[src/bic_pkg.sv]
package bic_pkg;

    // Register byte addresses
    localparam logic [7:0] IO_WIN_LO_OFF   = 8'h1c;
    localparam logic [7:0] IO_WIN_UP_OFF   = 8'h30;
    localparam logic [7:0] IRQ_CTRL_OFF    = 8'h3c;
    localparam logic [7:0] EVT_STATUS_OFF  = 8'h40;
    localparam logic [7:0] EVT_ENABLE_OFF  = 8'h44;
    localparam logic [7:0] EVT_CLEAR_OFF   = 8'h48;

    // Field positions in the dword at 3Ch
    localparam int IRQ_LINE_LSB   = 0;
    localparam int IRQ_PIN_LSB    = 8;
    localparam int PERR_RESP_BIT  = 16;
    localparam int SERR_FWD_BIT   = 17;
    localparam int ISA_BLOCK_BIT  = 18;
    localparam int VGA_FWD_BIT    = 19;
    localparam int RSVD_BIT       = 20;

    // Reset values
    localparam logic [7:0]  IRQ_LINE_RST  = 8'h00;
    localparam logic [7:0]  IRQ_PIN_VAL   = 8'h00;
    localparam logic [3:0]  BCTL_RST      = 4'h0;
    localparam logic [7:0]  IO_BYTE_RST   = 8'h00;
    localparam logic [15:0] IO_UP_RST     = 16'h0000;

    // Event bits
    localparam int EVT_W          = 3;
    localparam int EVT_PERR       = 0;
    localparam int EVT_SERR       = 1;
    localparam int EVT_ISA_REFUSE = 2;

    // Address decode constants
    localparam logic [1:0]  ISA_ALIAS_ZERO = 2'h0;
    localparam logic [15:0] IO_TOP_ZERO    = 16'h0000;
    localparam logic [9:0]  VGA_IO_A_LO    = 10'h3b0;
    localparam logic [9:0]  VGA_IO_A_HI    = 10'h3bb;
    localparam logic [9:0]  VGA_IO_B_LO    = 10'h3c0;
    localparam logic [9:0]  VGA_IO_B_HI    = 10'h3df;
    localparam logic [31:0] VGA_MEM_LO     = 32'h000a_0000;
    localparam logic [31:0] VGA_MEM_HI     = 32'h000b_ffff;

    localparam logic [1:0]  RESP_OKAY      = 2'h0;
    localparam logic [1:0]  RESP_SLVERR    = 2'h2;

    // A transaction offered to the decoder
    typedef struct packed {
        logic        valid;
        logic        is_io;
        logic [31:0] addr;
    } bic_req_s;

    // Decode answer
    typedef struct packed {
        logic valid;
        logic claim;
    } bic_ans_s;

endpackage : bic_pkg

[src/bic_bridge_ctrl.sv]
`timescale 1ns/1ns
module bic_bridge_ctrl #(
    parameter int ADDR_W = 8
) (
    input  wire logic              aclk,          // 100 MHz clock
    input  wire logic              aresetn,       // Sync reset, active low
    input  wire logic [ADDR_W-1:0] awaddr,        // Write address
    input  wire logic              awvalid,       // Write address valid
    output logic                   awready,       // Write address ready
    input  wire logic [31:0]       wdata,         // Write data
    input  wire logic [3:0]        wstrb,         // Byte strobes
    input  wire logic              wvalid,        // Write data valid
    output logic                   wready,        // Write data ready
    output logic [1:0]             bresp,         // Write response
    output logic                   bvalid,        // Write response valid
    input  wire logic              bready,        // Write response ready
    input  wire logic [ADDR_W-1:0] araddr,        // Read address
    input  wire logic              arvalid,       // Read address valid
    output logic                   arready,       // Read address ready
    output logic [31:0]            rdata,         // Read data
    output logic [1:0]             rresp,         // Read response
    output logic                   rvalid,        // Read data valid
    input  wire logic              rready,        // Read data ready
    input  wire bic_pkg::bic_req_s pri_req,       // Primary-side decode request
    output bic_pkg::bic_ans_s      pri_ans,       // Forward downstream
    input  wire bic_pkg::bic_req_s sec_req,       // Secondary-side I/O request
    output bic_pkg::bic_ans_s      sec_ans,       // Claim upstream
    input  wire logic              secondary_system_error_in_n, // Pin, active low
    input  wire logic              sec_parity_err_in_n,         // Pin, active low
    output logic                   pri_serr_out_n,  // Forwarded error, active low
    output logic                   sec_perr_report, // Parity error reported
    output logic                   irq              // Event interrupt, level
);

    logic              awready_reg, wready_reg, bvalid_reg, arready_reg, rvalid_reg;
    logic [1:0]        bresp_reg, rresp_reg;
    logic [31:0]       rdata_reg, rdata_next;
    logic              rhit_next;
    logic              aw_held_reg, w_held_reg;
    logic [ADDR_W-1:0] awaddr_reg;
    logic [31:0]       wdata_reg;
    logic [3:0]        wstrb_reg;
    logic              do_write;
    logic              whit;

    logic [7:0]        irq_line_reg;
    logic [3:0]        bctl_reg;
    logic [7:0]        io_base_lo_reg, io_lim_lo_reg;
    logic [15:0]       io_base_up_reg, io_lim_up_reg;
    logic [bic_pkg::EVT_W-1:0] evt_status_reg, evt_enable_reg, evt_set;

    logic              serr_s1_reg, serr_s2_reg, serr_prev_reg;
    logic              perr_s1_reg, perr_s2_reg;
    logic [31:0]       io_base, io_limit;
    logic              pri_in_win, pri_isa_alias, pri_vga, sec_in_win, sec_isa_alias;
    logic              pri_isa_refuse;
    bic_pkg::bic_ans_s pri_ans_reg, sec_ans_reg;
    logic              pri_serr_n_reg, sec_perr_reg, irq_reg;

    logic perr_resp, serr_fwd, isa_block, vga_fwd;
    assign perr_resp = bctl_reg[0];
    assign serr_fwd  = bctl_reg[1];
    assign isa_block = bctl_reg[2];
    assign vga_fwd   = bctl_reg[3];

    assign awready         = awready_reg;
    assign wready          = wready_reg;
    assign bvalid          = bvalid_reg;
    assign bresp           = bresp_reg;
    assign arready         = arready_reg;
    assign rvalid          = rvalid_reg;
    assign rdata           = rdata_reg;
    assign rresp           = rresp_reg;
    assign pri_ans         = pri_ans_reg;
    assign sec_ans         = sec_ans_reg;
    assign pri_serr_out_n  = pri_serr_n_reg;
    assign sec_perr_report = sec_perr_reg;
    assign irq             = irq_reg;

    // Write channel: address and data taken in either order
    assign do_write = aw_held_reg && w_held_reg && !bvalid_reg;

    always_ff @(posedge aclk) begin
        if (!aresetn) begin
            awready_reg <= 1'b1;
            wready_reg  <= 1'b1;
            aw_held_reg <= 1'b0;
            w_held_reg  <= 1'b0;
            awaddr_reg  <= '0;
            wdata_reg   <= 32'h0000_0000;
            wstrb_reg   <= 4'h0;
            bvalid_reg  <= 1'b0;
            bresp_reg   <= bic_pkg::RESP_OKAY;
        end else begin
            if (awvalid && awready_reg) begin
                aw_held_reg <= 1'b1;
                awaddr_reg  <= awaddr;
                awready_reg <= 1'b0;
            end
            if (wvalid && wready_reg) begin
                w_held_reg <= 1'b1;
                wdata_reg  <= wdata;
                wstrb_reg  <= wstrb;
                wready_reg <= 1'b0;
            end
            if (do_write) begin
                aw_held_reg <= 1'b0;
                w_held_reg  <= 1'b0;
                bvalid_reg  <= 1'b1;
                bresp_reg   <= whit ? bic_pkg::RESP_OKAY : bic_pkg::RESP_SLVERR;
            end
            if (bvalid_reg && bready) begin
                bvalid_reg  <= 1'b0;
                awready_reg <= 1'b1;
                wready_reg  <= 1'b1;
            end
        end
    end

    always_comb begin
        whit = 1'b1;
        case (awaddr_reg[7:0])
            bic_pkg::IO_WIN_LO_OFF, bic_pkg::IO_WIN_UP_OFF, bic_pkg::IRQ_CTRL_OFF,
            bic_pkg::EVT_STATUS_OFF, bic_pkg::EVT_ENABLE_OFF,
            bic_pkg::EVT_CLEAR_OFF: whit = 1'b1;
            default: whit = 1'b0;
        endcase
    end

    // Configuration registers
    always_ff @(posedge aclk) begin
        if (!aresetn) begin
            irq_line_reg   <= bic_pkg::IRQ_LINE_RST;
            bctl_reg       <= bic_pkg::BCTL_RST;
            io_base_lo_reg <= bic_pkg::IO_BYTE_RST;
            io_lim_lo_reg  <= bic_pkg::IO_BYTE_RST;
            io_base_up_reg <= bic_pkg::IO_UP_RST;
            io_lim_up_reg  <= bic_pkg::IO_UP_RST;
            evt_enable_reg <= '0;
        end else if (do_write) begin
            case (awaddr_reg[7:0])
                bic_pkg::IRQ_CTRL_OFF: begin
                    if (wstrb_reg[0]) irq_line_reg <= wdata_reg[7:0];
                    // Bit 20 and pin byte not stored
                    if (wstrb_reg[2]) bctl_reg <= wdata_reg[19:16];
                end
                bic_pkg::IO_WIN_LO_OFF: begin
                    if (wstrb_reg[0]) io_base_lo_reg <= wdata_reg[7:0];
                    if (wstrb_reg[1]) io_lim_lo_reg  <= wdata_reg[15:8];
                end
                bic_pkg::IO_WIN_UP_OFF: begin
                    if (wstrb_reg[0]) io_base_up_reg[7:0]  <= wdata_reg[7:0];
                    if (wstrb_reg[1]) io_base_up_reg[15:8] <= wdata_reg[15:8];
                    if (wstrb_reg[2]) io_lim_up_reg[7:0]   <= wdata_reg[23:16];
                    if (wstrb_reg[3]) io_lim_up_reg[15:8]  <= wdata_reg[31:24];
                end
                bic_pkg::EVT_ENABLE_OFF: begin
                    if (wstrb_reg[0]) evt_enable_reg <= wdata_reg[bic_pkg::EVT_W-1:0];
                end
                default: ;
            endcase
        end
    end

    // Read channel: one read at a time, data registered
    always_comb begin
        rdata_next = 32'h0000_0000;
        rhit_next  = 1'b1;
        case (araddr[7:0])
            bic_pkg::IRQ_CTRL_OFF: begin
                rdata_next[bic_pkg::IRQ_PIN_LSB +: 8]  = bic_pkg::IRQ_PIN_VAL;
                rdata_next[bic_pkg::IRQ_LINE_LSB +: 8] = irq_line_reg;
                rdata_next[bic_pkg::VGA_FWD_BIT:bic_pkg::PERR_RESP_BIT] = bctl_reg;
                rdata_next[bic_pkg::RSVD_BIT] = 1'b0;
            end
            bic_pkg::IO_WIN_LO_OFF:  rdata_next[15:0] = {io_lim_lo_reg, io_base_lo_reg};
            bic_pkg::IO_WIN_UP_OFF:  rdata_next = {io_lim_up_reg, io_base_up_reg};
            bic_pkg::EVT_STATUS_OFF: rdata_next[bic_pkg::EVT_W-1:0] = evt_status_reg;
            bic_pkg::EVT_ENABLE_OFF: rdata_next[bic_pkg::EVT_W-1:0] = evt_enable_reg;
            bic_pkg::EVT_CLEAR_OFF:  rdata_next = 32'h0000_0000;
            default:                 rhit_next = 1'b0;
        endcase
    end

    always_ff @(posedge aclk) begin
        if (!aresetn) begin
            arready_reg <= 1'b1;
            rvalid_reg  <= 1'b0;
            rdata_reg   <= 32'h0000_0000;
            rresp_reg   <= bic_pkg::RESP_OKAY;
        end else if (arvalid && arready_reg) begin
            arready_reg <= 1'b0;
            rvalid_reg  <= 1'b1;
            rdata_reg   <= rdata_next;
            rresp_reg   <= rhit_next ? bic_pkg::RESP_OKAY : bic_pkg::RESP_SLVERR;
        end else if (rvalid_reg && rready) begin
            rvalid_reg  <= 1'b0;
            arready_reg <= 1'b1;
        end
    end

    // Pin synchronisers; first stage read only by the second
    always_ff @(posedge aclk) begin
        if (!aresetn) begin
            serr_s1_reg   <= 1'b1;
            serr_s2_reg   <= 1'b1;
            serr_prev_reg <= 1'b1;
            perr_s1_reg   <= 1'b1;
            perr_s2_reg   <= 1'b1;
        end else begin
            serr_s1_reg   <= secondary_system_error_in_n;
            serr_s2_reg   <= serr_s1_reg;
            serr_prev_reg <= serr_s2_reg;
            perr_s1_reg   <= sec_parity_err_in_n;
            perr_s2_reg   <= perr_s1_reg;
        end
    end

    always_ff @(posedge aclk) begin
        if (!aresetn) begin
            pri_serr_n_reg <= 1'b1;
            sec_perr_reg <= 1'b0;
        end else begin
            pri_serr_n_reg <= !(serr_fwd && !serr_s2_reg);
            sec_perr_reg <= perr_resp && !perr_s2_reg;
        end
    end

    // Window from base, limit and upper extensions; 4KB granularity
    assign io_base  = {io_base_up_reg, io_base_lo_reg[7:4], 12'h000};
    assign io_limit = {io_lim_up_reg, io_lim_lo_reg[7:4], 12'hfff};

    assign pri_in_win    = (pri_req.addr >= io_base) && (pri_req.addr <= io_limit);
    assign sec_in_win    = (sec_req.addr >= io_base) && (sec_req.addr <= io_limit);
    // Last 768 bytes of each 1KB block have address bits 9:8 nonzero
    assign pri_isa_alias = (pri_req.addr[31:16] == bic_pkg::IO_TOP_ZERO)
                        && (pri_req.addr[9:8] != bic_pkg::ISA_ALIAS_ZERO);
    assign sec_isa_alias = sec_req.addr[9:8] != bic_pkg::ISA_ALIAS_ZERO;
    assign pri_isa_refuse = pri_req.valid && pri_req.is_io && pri_in_win
                         && isa_block && pri_isa_alias;

    // VGA I/O decodes 10 bits below 64KB, as legacy adapters alias the rest
    always_comb begin
        if (pri_req.is_io) begin
            pri_vga = (pri_req.addr[31:16] == bic_pkg::IO_TOP_ZERO)
                   && (((pri_req.addr[9:0] >= bic_pkg::VGA_IO_A_LO)
                        && (pri_req.addr[9:0] <= bic_pkg::VGA_IO_A_HI))
                    || ((pri_req.addr[9:0] >= bic_pkg::VGA_IO_B_LO)
                        && (pri_req.addr[9:0] <= bic_pkg::VGA_IO_B_HI)));
        end else begin
            pri_vga = (pri_req.addr >= bic_pkg::VGA_MEM_LO)
                   && (pri_req.addr <= bic_pkg::VGA_MEM_HI);
        end
    end

    always_ff @(posedge aclk) begin
        if (!aresetn) begin
            pri_ans_reg <= '0;
            sec_ans_reg <= '0;
        end else begin
            pri_ans_reg.valid <= pri_req.valid;
            // VGA wins over windows; window forward when alias off
            pri_ans_reg.claim <= pri_req.valid && ((vga_fwd && pri_vga)
                              || (pri_req.is_io && pri_in_win && !pri_isa_refuse));
            sec_ans_reg.valid <= sec_req.valid;
            sec_ans_reg.claim <= sec_req.valid && sec_req.is_io
                              && (!sec_in_win || (isa_block && sec_isa_alias));
        end
    end

    // Events: set wins over a clear in the same cycle
    always_comb begin
        evt_set = '0;
        evt_set[bic_pkg::EVT_PERR]       = perr_resp && !perr_s2_reg;
        evt_set[bic_pkg::EVT_SERR]       = serr_fwd && !serr_s2_reg && serr_prev_reg;
        evt_set[bic_pkg::EVT_ISA_REFUSE] = pri_isa_refuse;
    end

    always_ff @(posedge aclk) begin
        if (!aresetn) begin
            evt_status_reg <= '0;
            irq_reg        <= 1'b0;
        end else begin
            if (do_write && wstrb_reg[0] && awaddr_reg[7:0] == bic_pkg::EVT_CLEAR_OFF) begin
                evt_status_reg <= (evt_status_reg & ~wdata_reg[bic_pkg::EVT_W-1:0])
                                | evt_set;
            end else begin
                evt_status_reg <= evt_status_reg | evt_set;
            end
            irq_reg <= |(evt_status_reg & evt_enable_reg);
        end
    end
endmodule : bic_bridge_ctrl

[config.mk]
export PLATFORM = sky130hd
export DESIGN_NAME = bic_bridge_ctrl
export DESIGN_NICKNAME = d
export VERILOG_FILES = /design/src/bic_pkg.sv /design/src/bic_bridge_ctrl.sv
export SDC_FILE = /design/constraint.sdc
export NUM_CORES = 1
export LEC_CHECK = 0
export BUFFER_PORTS_ARGS = -buffer_cell sky130_fd_sc_hd__clkbuf_2
export CAP_MARGIN = 20
export CELL_PAD_IN_SITES_DETAIL_PLACEMENT = 0
export CELL_PAD_IN_SITES_GLOBAL_PLACEMENT = 1
export CORE_ASPECT_RATIO = 1.5
export CORE_MARGIN = 5
export CORE_UTILIZATION = 46
export CTS_BUF_LIST = sky130_fd_sc_hd__clkbuf_2
export DETAILED_ROUTE_END_ITERATION = 10
export PLACE_DENSITY_LB_ADDON = 0.1
export SLEW_MARGIN = 5
export SYNTH_ARGS = -nofsm -noshare
export SYNTH_HDL_FRONTEND = slang
export SYNTH_SLANG_ARGS = --single-unit
[constraint.sdc]
create_clock -name aclk -period 5.75 [get_ports aclk]
set_input_delay 0.2875 -clock aclk [delete_from_list [all_inputs] [get_ports aclk]]
set_output_delay 0.2875 -clock aclk [all_outputs]
set_load 0.05 [all_outputs]
## After elaboration in Yosys (flattened, before gate mapping)

Index checks and enable logic that the tools add are counted.

- Magnitude comparators: 10
- Equality and inequality tests: 12
- Muxes and demuxes: 14
- Bitwise logic cells: 6
- Reductions and logical operators: 57

Operators by type and width:

| cell | count |
|---|---|
| >= comparator 32 bit | 2 |
| <= comparator 32 bit | 2 |
| equality test 8 x 7 -> 1 bit (second input constant) | 6 |
| one-hot mux 13 bit (3 select lines) | 1 |
| equality test 8 x 6 -> 1 bit (second input constant) | 4 |
| >= comparator 32 x 20 -> 1 bit (second input constant) | 1 |
| <= comparator 32 x 20 -> 1 bit (second input constant) | 1 |
| logical AND 1 bit | 30 |
| AND reduction 3 bit | 9 |
| >= comparator 10 bit (second input constant) | 2 |
| <= comparator 10 bit (second input constant) | 2 |
| equality test 8 x 5 -> 1 bit (second input constant) | 2 |
| zero test 16 bit | 1 |
| one-hot mux 3 bit (5 select lines) | 1 |
| OR reduction 6 bit | 2 |
| 2-to-1 mux 11 bit | 1 |
| one-hot mux 5 bit (2 select lines) | 1 |
| 2-to-1 mux 1 bit | 7 |
| bitwise AND 3 bit | 2 |
| zero test 1 bit | 6 |
| OR 3 bit | 2 |
| nonzero test 2 bit | 3 |
| 2-to-1 mux 2 bit | 2 |
| OR reduction 2 bit | 2 |
| other kinds (5) | 7 |

- Flip-flop bits (word level): 165
- Input port bits: 129
- Logic and storage cells: 134

## Depth between registers and ports, before layout

- Depth after elaboration: 9
- Depth in mapped cells: 8
- Mapped depth without buffers: 8

## Worst setup path before layout

No wires, ideal clock.

- Kind: register to register
- Start: register bvalid_reg (netlist: bvalid)
- End: register io_base_up_reg[0]
- Arrival: 1951 ps
- Required time: 5634 ps
- Setup slack: 3683 ps
- Cell stages (with the launch flop): 8
- Path buffers: 1
- Path through: dfxtp_1 -> and3b_1 -> buf_2 -> nand2_2 -> or3_4 -> nor3_4 -> mux2i_1 -> nor2b_1

- Word-level cells in the longest chain between the ends: 3

RTL lines:

| item | line | text |
|---|---|---|
| start: declaration | bic_bridge_ctrl.sv:35 | `logic awready_reg, wready_reg, bvalid_reg, arready_reg, rvalid_reg;` |
| start signal: assignment | bic_bridge_ctrl.sv:92 | `bvalid_reg <= 1'b0;` |
| start signal: assignment | bic_bridge_ctrl.sv:109 | `bvalid_reg <= 1'b1;` |
| start signal: assignment | bic_bridge_ctrl.sv:113 | `bvalid_reg <= 1'b0;` |
| zero test 1 bit | bic_bridge_ctrl.sv:81 | `assign do_write = aw_held_reg && w_held_reg && !bvalid_reg;` |
| logical AND 1 bit | bic_bridge_ctrl.sv:81 |  |
| AND reduction 3 bit (no line) | - |  |
| end signal: assignment | bic_bridge_ctrl.sv:137 | `io_base_up_reg <= bic_pkg::IO_UP_RST;` |
| end signal: assignment | bic_bridge_ctrl.sv:152 | `if (wstrb_reg[0]) io_base_up_reg[7:0] <= wdata_reg[7:0];` |
| end: declaration | bic_bridge_ctrl.sv:49 | `logic [15:0] io_base_up_reg, io_lim_up_reg;` |

No other way between the ends.
A chain may end at the register's enable or synchronous reset.

## Worst setup path in the final report

- Start: register io_lim_up_reg[13]
- End: register pri_ans_reg, in the netlist pri_ans[0]

- Word-level cells in the longest chain between the ends: 9
- Elaborated cells between the ends (all ways): 10
- Classes of those cells: order compare: 1; reduce/logical: 9

RTL lines:

| item | line | text |
|---|---|---|
| start: declaration | bic_bridge_ctrl.sv:49 |  |
| start signal: assignment | bic_bridge_ctrl.sv:138 | `io_lim_up_reg <= bic_pkg::IO_UP_RST;` |
| start signal: assignment | bic_bridge_ctrl.sv:155 | `if (wstrb_reg[3]) io_lim_up_reg[15:8] <= wdata_reg[31:24];` |
| <= comparator 32 bit * | bic_bridge_ctrl.sv:233 | `assign pri_in_win = (pri_req.addr >= io_base) && (pri_req.addr <= io_limit);` |
| logical AND 1 bit * | bic_bridge_ctrl.sv:233 |  |
| logical AND 1 bit | bic_bridge_ctrl.sv:239 | `assign pri_isa_refuse = pri_req.valid && pri_req.is_io && pri_in_win` |
| logical AND 1 bit (2 in a row) | bic_bridge_ctrl.sv:240 | `&& isa_block && pri_isa_alias;` |
| zero test 1 bit | bic_bridge_ctrl.sv:264 | `\|\| (pri_req.is_io && pri_in_win && !pri_isa_refuse));` |
| logical AND 1 bit * | bic_bridge_ctrl.sv:264 |  |
| logical OR 1 bit * | bic_bridge_ctrl.sv:264 |  |
| logical AND 1 bit * | bic_bridge_ctrl.sv:263 | `pri_ans_reg.claim <= pri_req.valid && ((vga_fwd && pri_vga)` |
| end: declaration | bic_bridge_ctrl.sv:57 | `bic_pkg::bic_ans_s pri_ans_reg, sec_ans_reg;` |

Mark *: on every way between the ends. The rest lies on a longest branch, timed or not.

==> results.ini <==
[status]
outcome = finished clean

[finish]
area.growth.synth_to_final_pct = 23.6
finalNetCount = 1404
final_design_area_no_fill_um2 = 10500
area.sequential_um2 = 3260
multi_input_comb_area_um2 = 4850
layout-drive-gt1-share = 0.192
n_fill_cell = 1770

[power_and_ir_drop]
power.combinational.fraction = 0.149
sw_frac_of_total = 0.301
power.density_cell_area_nw_per_um2 = 201
p_int_w = 0.00147
power.sequential.fraction = 0.564
peak_supply_drop_mv = 0.151
power.leakage_nw = 4.08
clock_power_share = 0.287
netSwitchingPower_w = 0.000635

[grt]
grt_remaining_overflow = 0
grt_pass1_vias = 7511
largest_net_degree_at_the_start_of_global_routing = 96
grt_usage = 0.235
grt_pass1_wl_um = 39300
antenna_found_initial = 1

[sta]
period_needed_ns = 2.75
final_hold_viol_count = 0
final_critical_path_setup_slack_ns = 3.00
tightestPinTransition_ns = 0.826
slew_headroom = 0.445
post-route-period-util = 0.479
grt_setup_unrepaired = no
fin_worst_skew_ns = 0.0318
number_of_max_slew_violations_in_the_final_report = 0
fmax_ghz = 0.363
fin_setup_tns_ns = 0
final-setup-viol-count = 0

[synthesis]
postSynthRegisterBits = 163
synth_cell_types = 57
yosys_warnings = 0
postSynthCellCount = 969
synthTopCellsByArea = dfxtp_1, ha_1, a21boi_0
synth.yosys.seq_area_share = 0.384
synth.cell_area_um2 = 8500
synthFlopType = dfxtp_1
synthArstFlopShare = 0
synth-edff-count = 0
synth_top_area_share = 0.384
syn_avg_cell_area_um2 = 8.77
synthDominantAreaCellType = dfxtp_1

[critical_path]
timing.critical_path.from_type = register
worstRegToRegCells = 9
worst_path_required_time_ns = 6.41
cp-end-kind = register
path_class = reg2reg
worst-endpoint-arrival_ns = 3.41
critical_path.max_fanout = 3

[floorplanning]
std_cell_rows = 61
design.portCount = 177
initial_core_util = 0.462
die_width_um = 121
core-area_um2 = 18400
fp.dieH_um = 176
die_area_um2 = 21400

[detailed_routing]
first_pass_iters = 5
drc = 0
detail_route.wirelength_um = 25300
wire_per_inst_um = 17.3
dr_total_vias = 7765
ant_nets = 0
drt-initial-drc-count = 463
via_per_inst = 5.31

[worst_hold_path]
min_delay_path_depth = 5
worstHoldPathType = in2reg

[flow_run]
maxCapViolations = 0

[place]
numPortBuffers = 174
gpl.final_weighted_congestion = 0.895
hpwlAfterDp_um = 19600
placement.cell_area_um2 = 9570
preCtsSetupSlack_ns = 3.43

[cts]
tritoncts = done
cts_sink_cnt = 163
cts_hold_buf = 70
cts_resized = 0
cts.htree.levels = 4
clkSlewWorstSetupHoldPaths_ns = 0.25
cts_buffers = 17
cts_max_path_buffers = 2
cts_root_buffer = clkbuf_2
cts.repair_timing.setup_buffer_count = 0
worst_skew_late_latency_ns = 0.73

## area by class of cell
cell class | count | share of cell area
diodes | 1 | 0.000238
flip-flops and latches | 163 | 0.311
repair buffers | 253 | 0.156
clock buffers | 17 | 0.00810
clock inverters | 15 | 0.0142
well taps | 252 | 0.0300
multi-input cells | 708 | 0.462
inverters | 52 | 0.0186
## power groups by stage
stage	clock (W)	sequential [W]	combinational (W)
2_1_floorplan	0	0.00123	0.000147
3_3_place_gp	0	0.00121	0.000276
3_5_place_dp	0	0.00121	0.000278
4_1_cts	0.000628	0.00119	0.000314
5_1_grt	0.000669	0.00120	0.000345
6_report	0.000606	0.00119	0.000314
## kinds of logic (layout without fill, tap and decap cells)
kind of cell / count (synthesis) / count (layout) / synth area share
buffers and inverters: 99 / 337 / 0.0459
DFF: 163 / 163 / 0.384
adders and majority gates: 80 / 80 / 0.118
other: 1 / 3 / 0.000441
muxes: 43 / 43 / 0.0511
and+or+nand+nor: 370 / 370 / 0.226
AOI/OAI and AO/OA: 213 / 213 / 0.175
## placed cells by master, fill, tap and decap left out, drive strengths merged, types with 3 or more instances in the layout
cell type	count
nor4	11
nand2	152
nor2	21
nand4	22
a22oi	11
a21boi	83
a211oi	3
nor3b	4
inv	60
a222oi	6
nand3b	4
dlygate4sd3	70
dfxtp	163
ha	80
and4	3
nand3	55
nor2b	54
o21ai	30
clkinv	4
nor4b	4
buf	10
a221oi	10
a22o	8
and2	11
clkbuf	190
nor3	12
mux2i	40
mux2	3
a21o	13
a21oi	34
nand2b	9
a31oi	3
## Yosys cell counts, types with 2 or more instances
library cell and count:
o21a_1 2, a21o_1 13, mux2i_1 40, nand2b_1 9, nor3_1 8, buf_2 9, a222oi_1 6, nor4_1 9
a21boi_0 82, nor3b_1 4, a211oi_1 2, nor2_1 20, clkbuf_1 34, nor4_4 2, nand4_1 22, nand3b_1 4
a21oi_1 34, o21ai_0 30, nand2_1 150, dfxtp_1 163, a221oi_1 10, ha_1 80, nor3_4 2, nor4b_1 4
inv_1 52, a41oi_1 2, a31oi_1 3, and2_1 11, mux2_2 3, nand2_2 2, a22oi_1 11, and3b_1 2
nor3_2 2, nor2b_1 54, nand3_1 55, buf_4 2, and4_1 3, buf_1 2, a22o_1 8
## per-layer routing
| layer | GRT usage | wire [um] | share of wire | vias up |
|---|---|---|---|---|
| met1 | 0.280 | 10600 | 0.42 | 3617 |
| met5 | 0 | 0 | 0 | - |
| met3 | 0.0356 | 1130 | 0.044 | 49 |
| met4 | 0.0964 | 892 | 0.035 | 0 |
| li1 | - | - | - | 3893 |
| met2 | 0.419 | 12700 | 0.50 | 206 |
## worst paths after layout
path                                         from          end  slack (ns)
worst max-delay path            io_lim_up_reg[13]   pri_ans[0]        3.00
worst max register to register  io_lim_up_reg[13]   pri_ans[0]        3.00
worst min-delay path                    araddr[3]     rresp[1]        0.07
worst min register to register        serr_s1_reg  serr_s2_reg        0.44
## critical path: stages, from the launching register on
cell	delay, ns
dfxtp_1	0.43
inv_1	0.12
ha_1	0.33
nand4_1	0.15
nor3_1	0.42
and4_1	0.28
a21oi_1	0.07
a31oi_1	0.23
o21ai_0	0.13
dlygate4sd3_1	0.55
## stage by stage
step / util / hold WS [ns] / instances / total power, W
after floorplan: - / 0.386 / 970 / 0.00137
after global placement: 0.520 / 0.390 / 1357 / 0.00149
after detailed placement: 0.520 / 0.396 / 1358 / 0.00149
after CTS: 0.571 / 0.00232 / 1460 / 0.00213
after global routing: 0.571 / 0.0704 / 1461 / 0.00221
final: 0.571 / 0.0705 / 1461 / 0.00211
(Power assumes the default switching activity.)
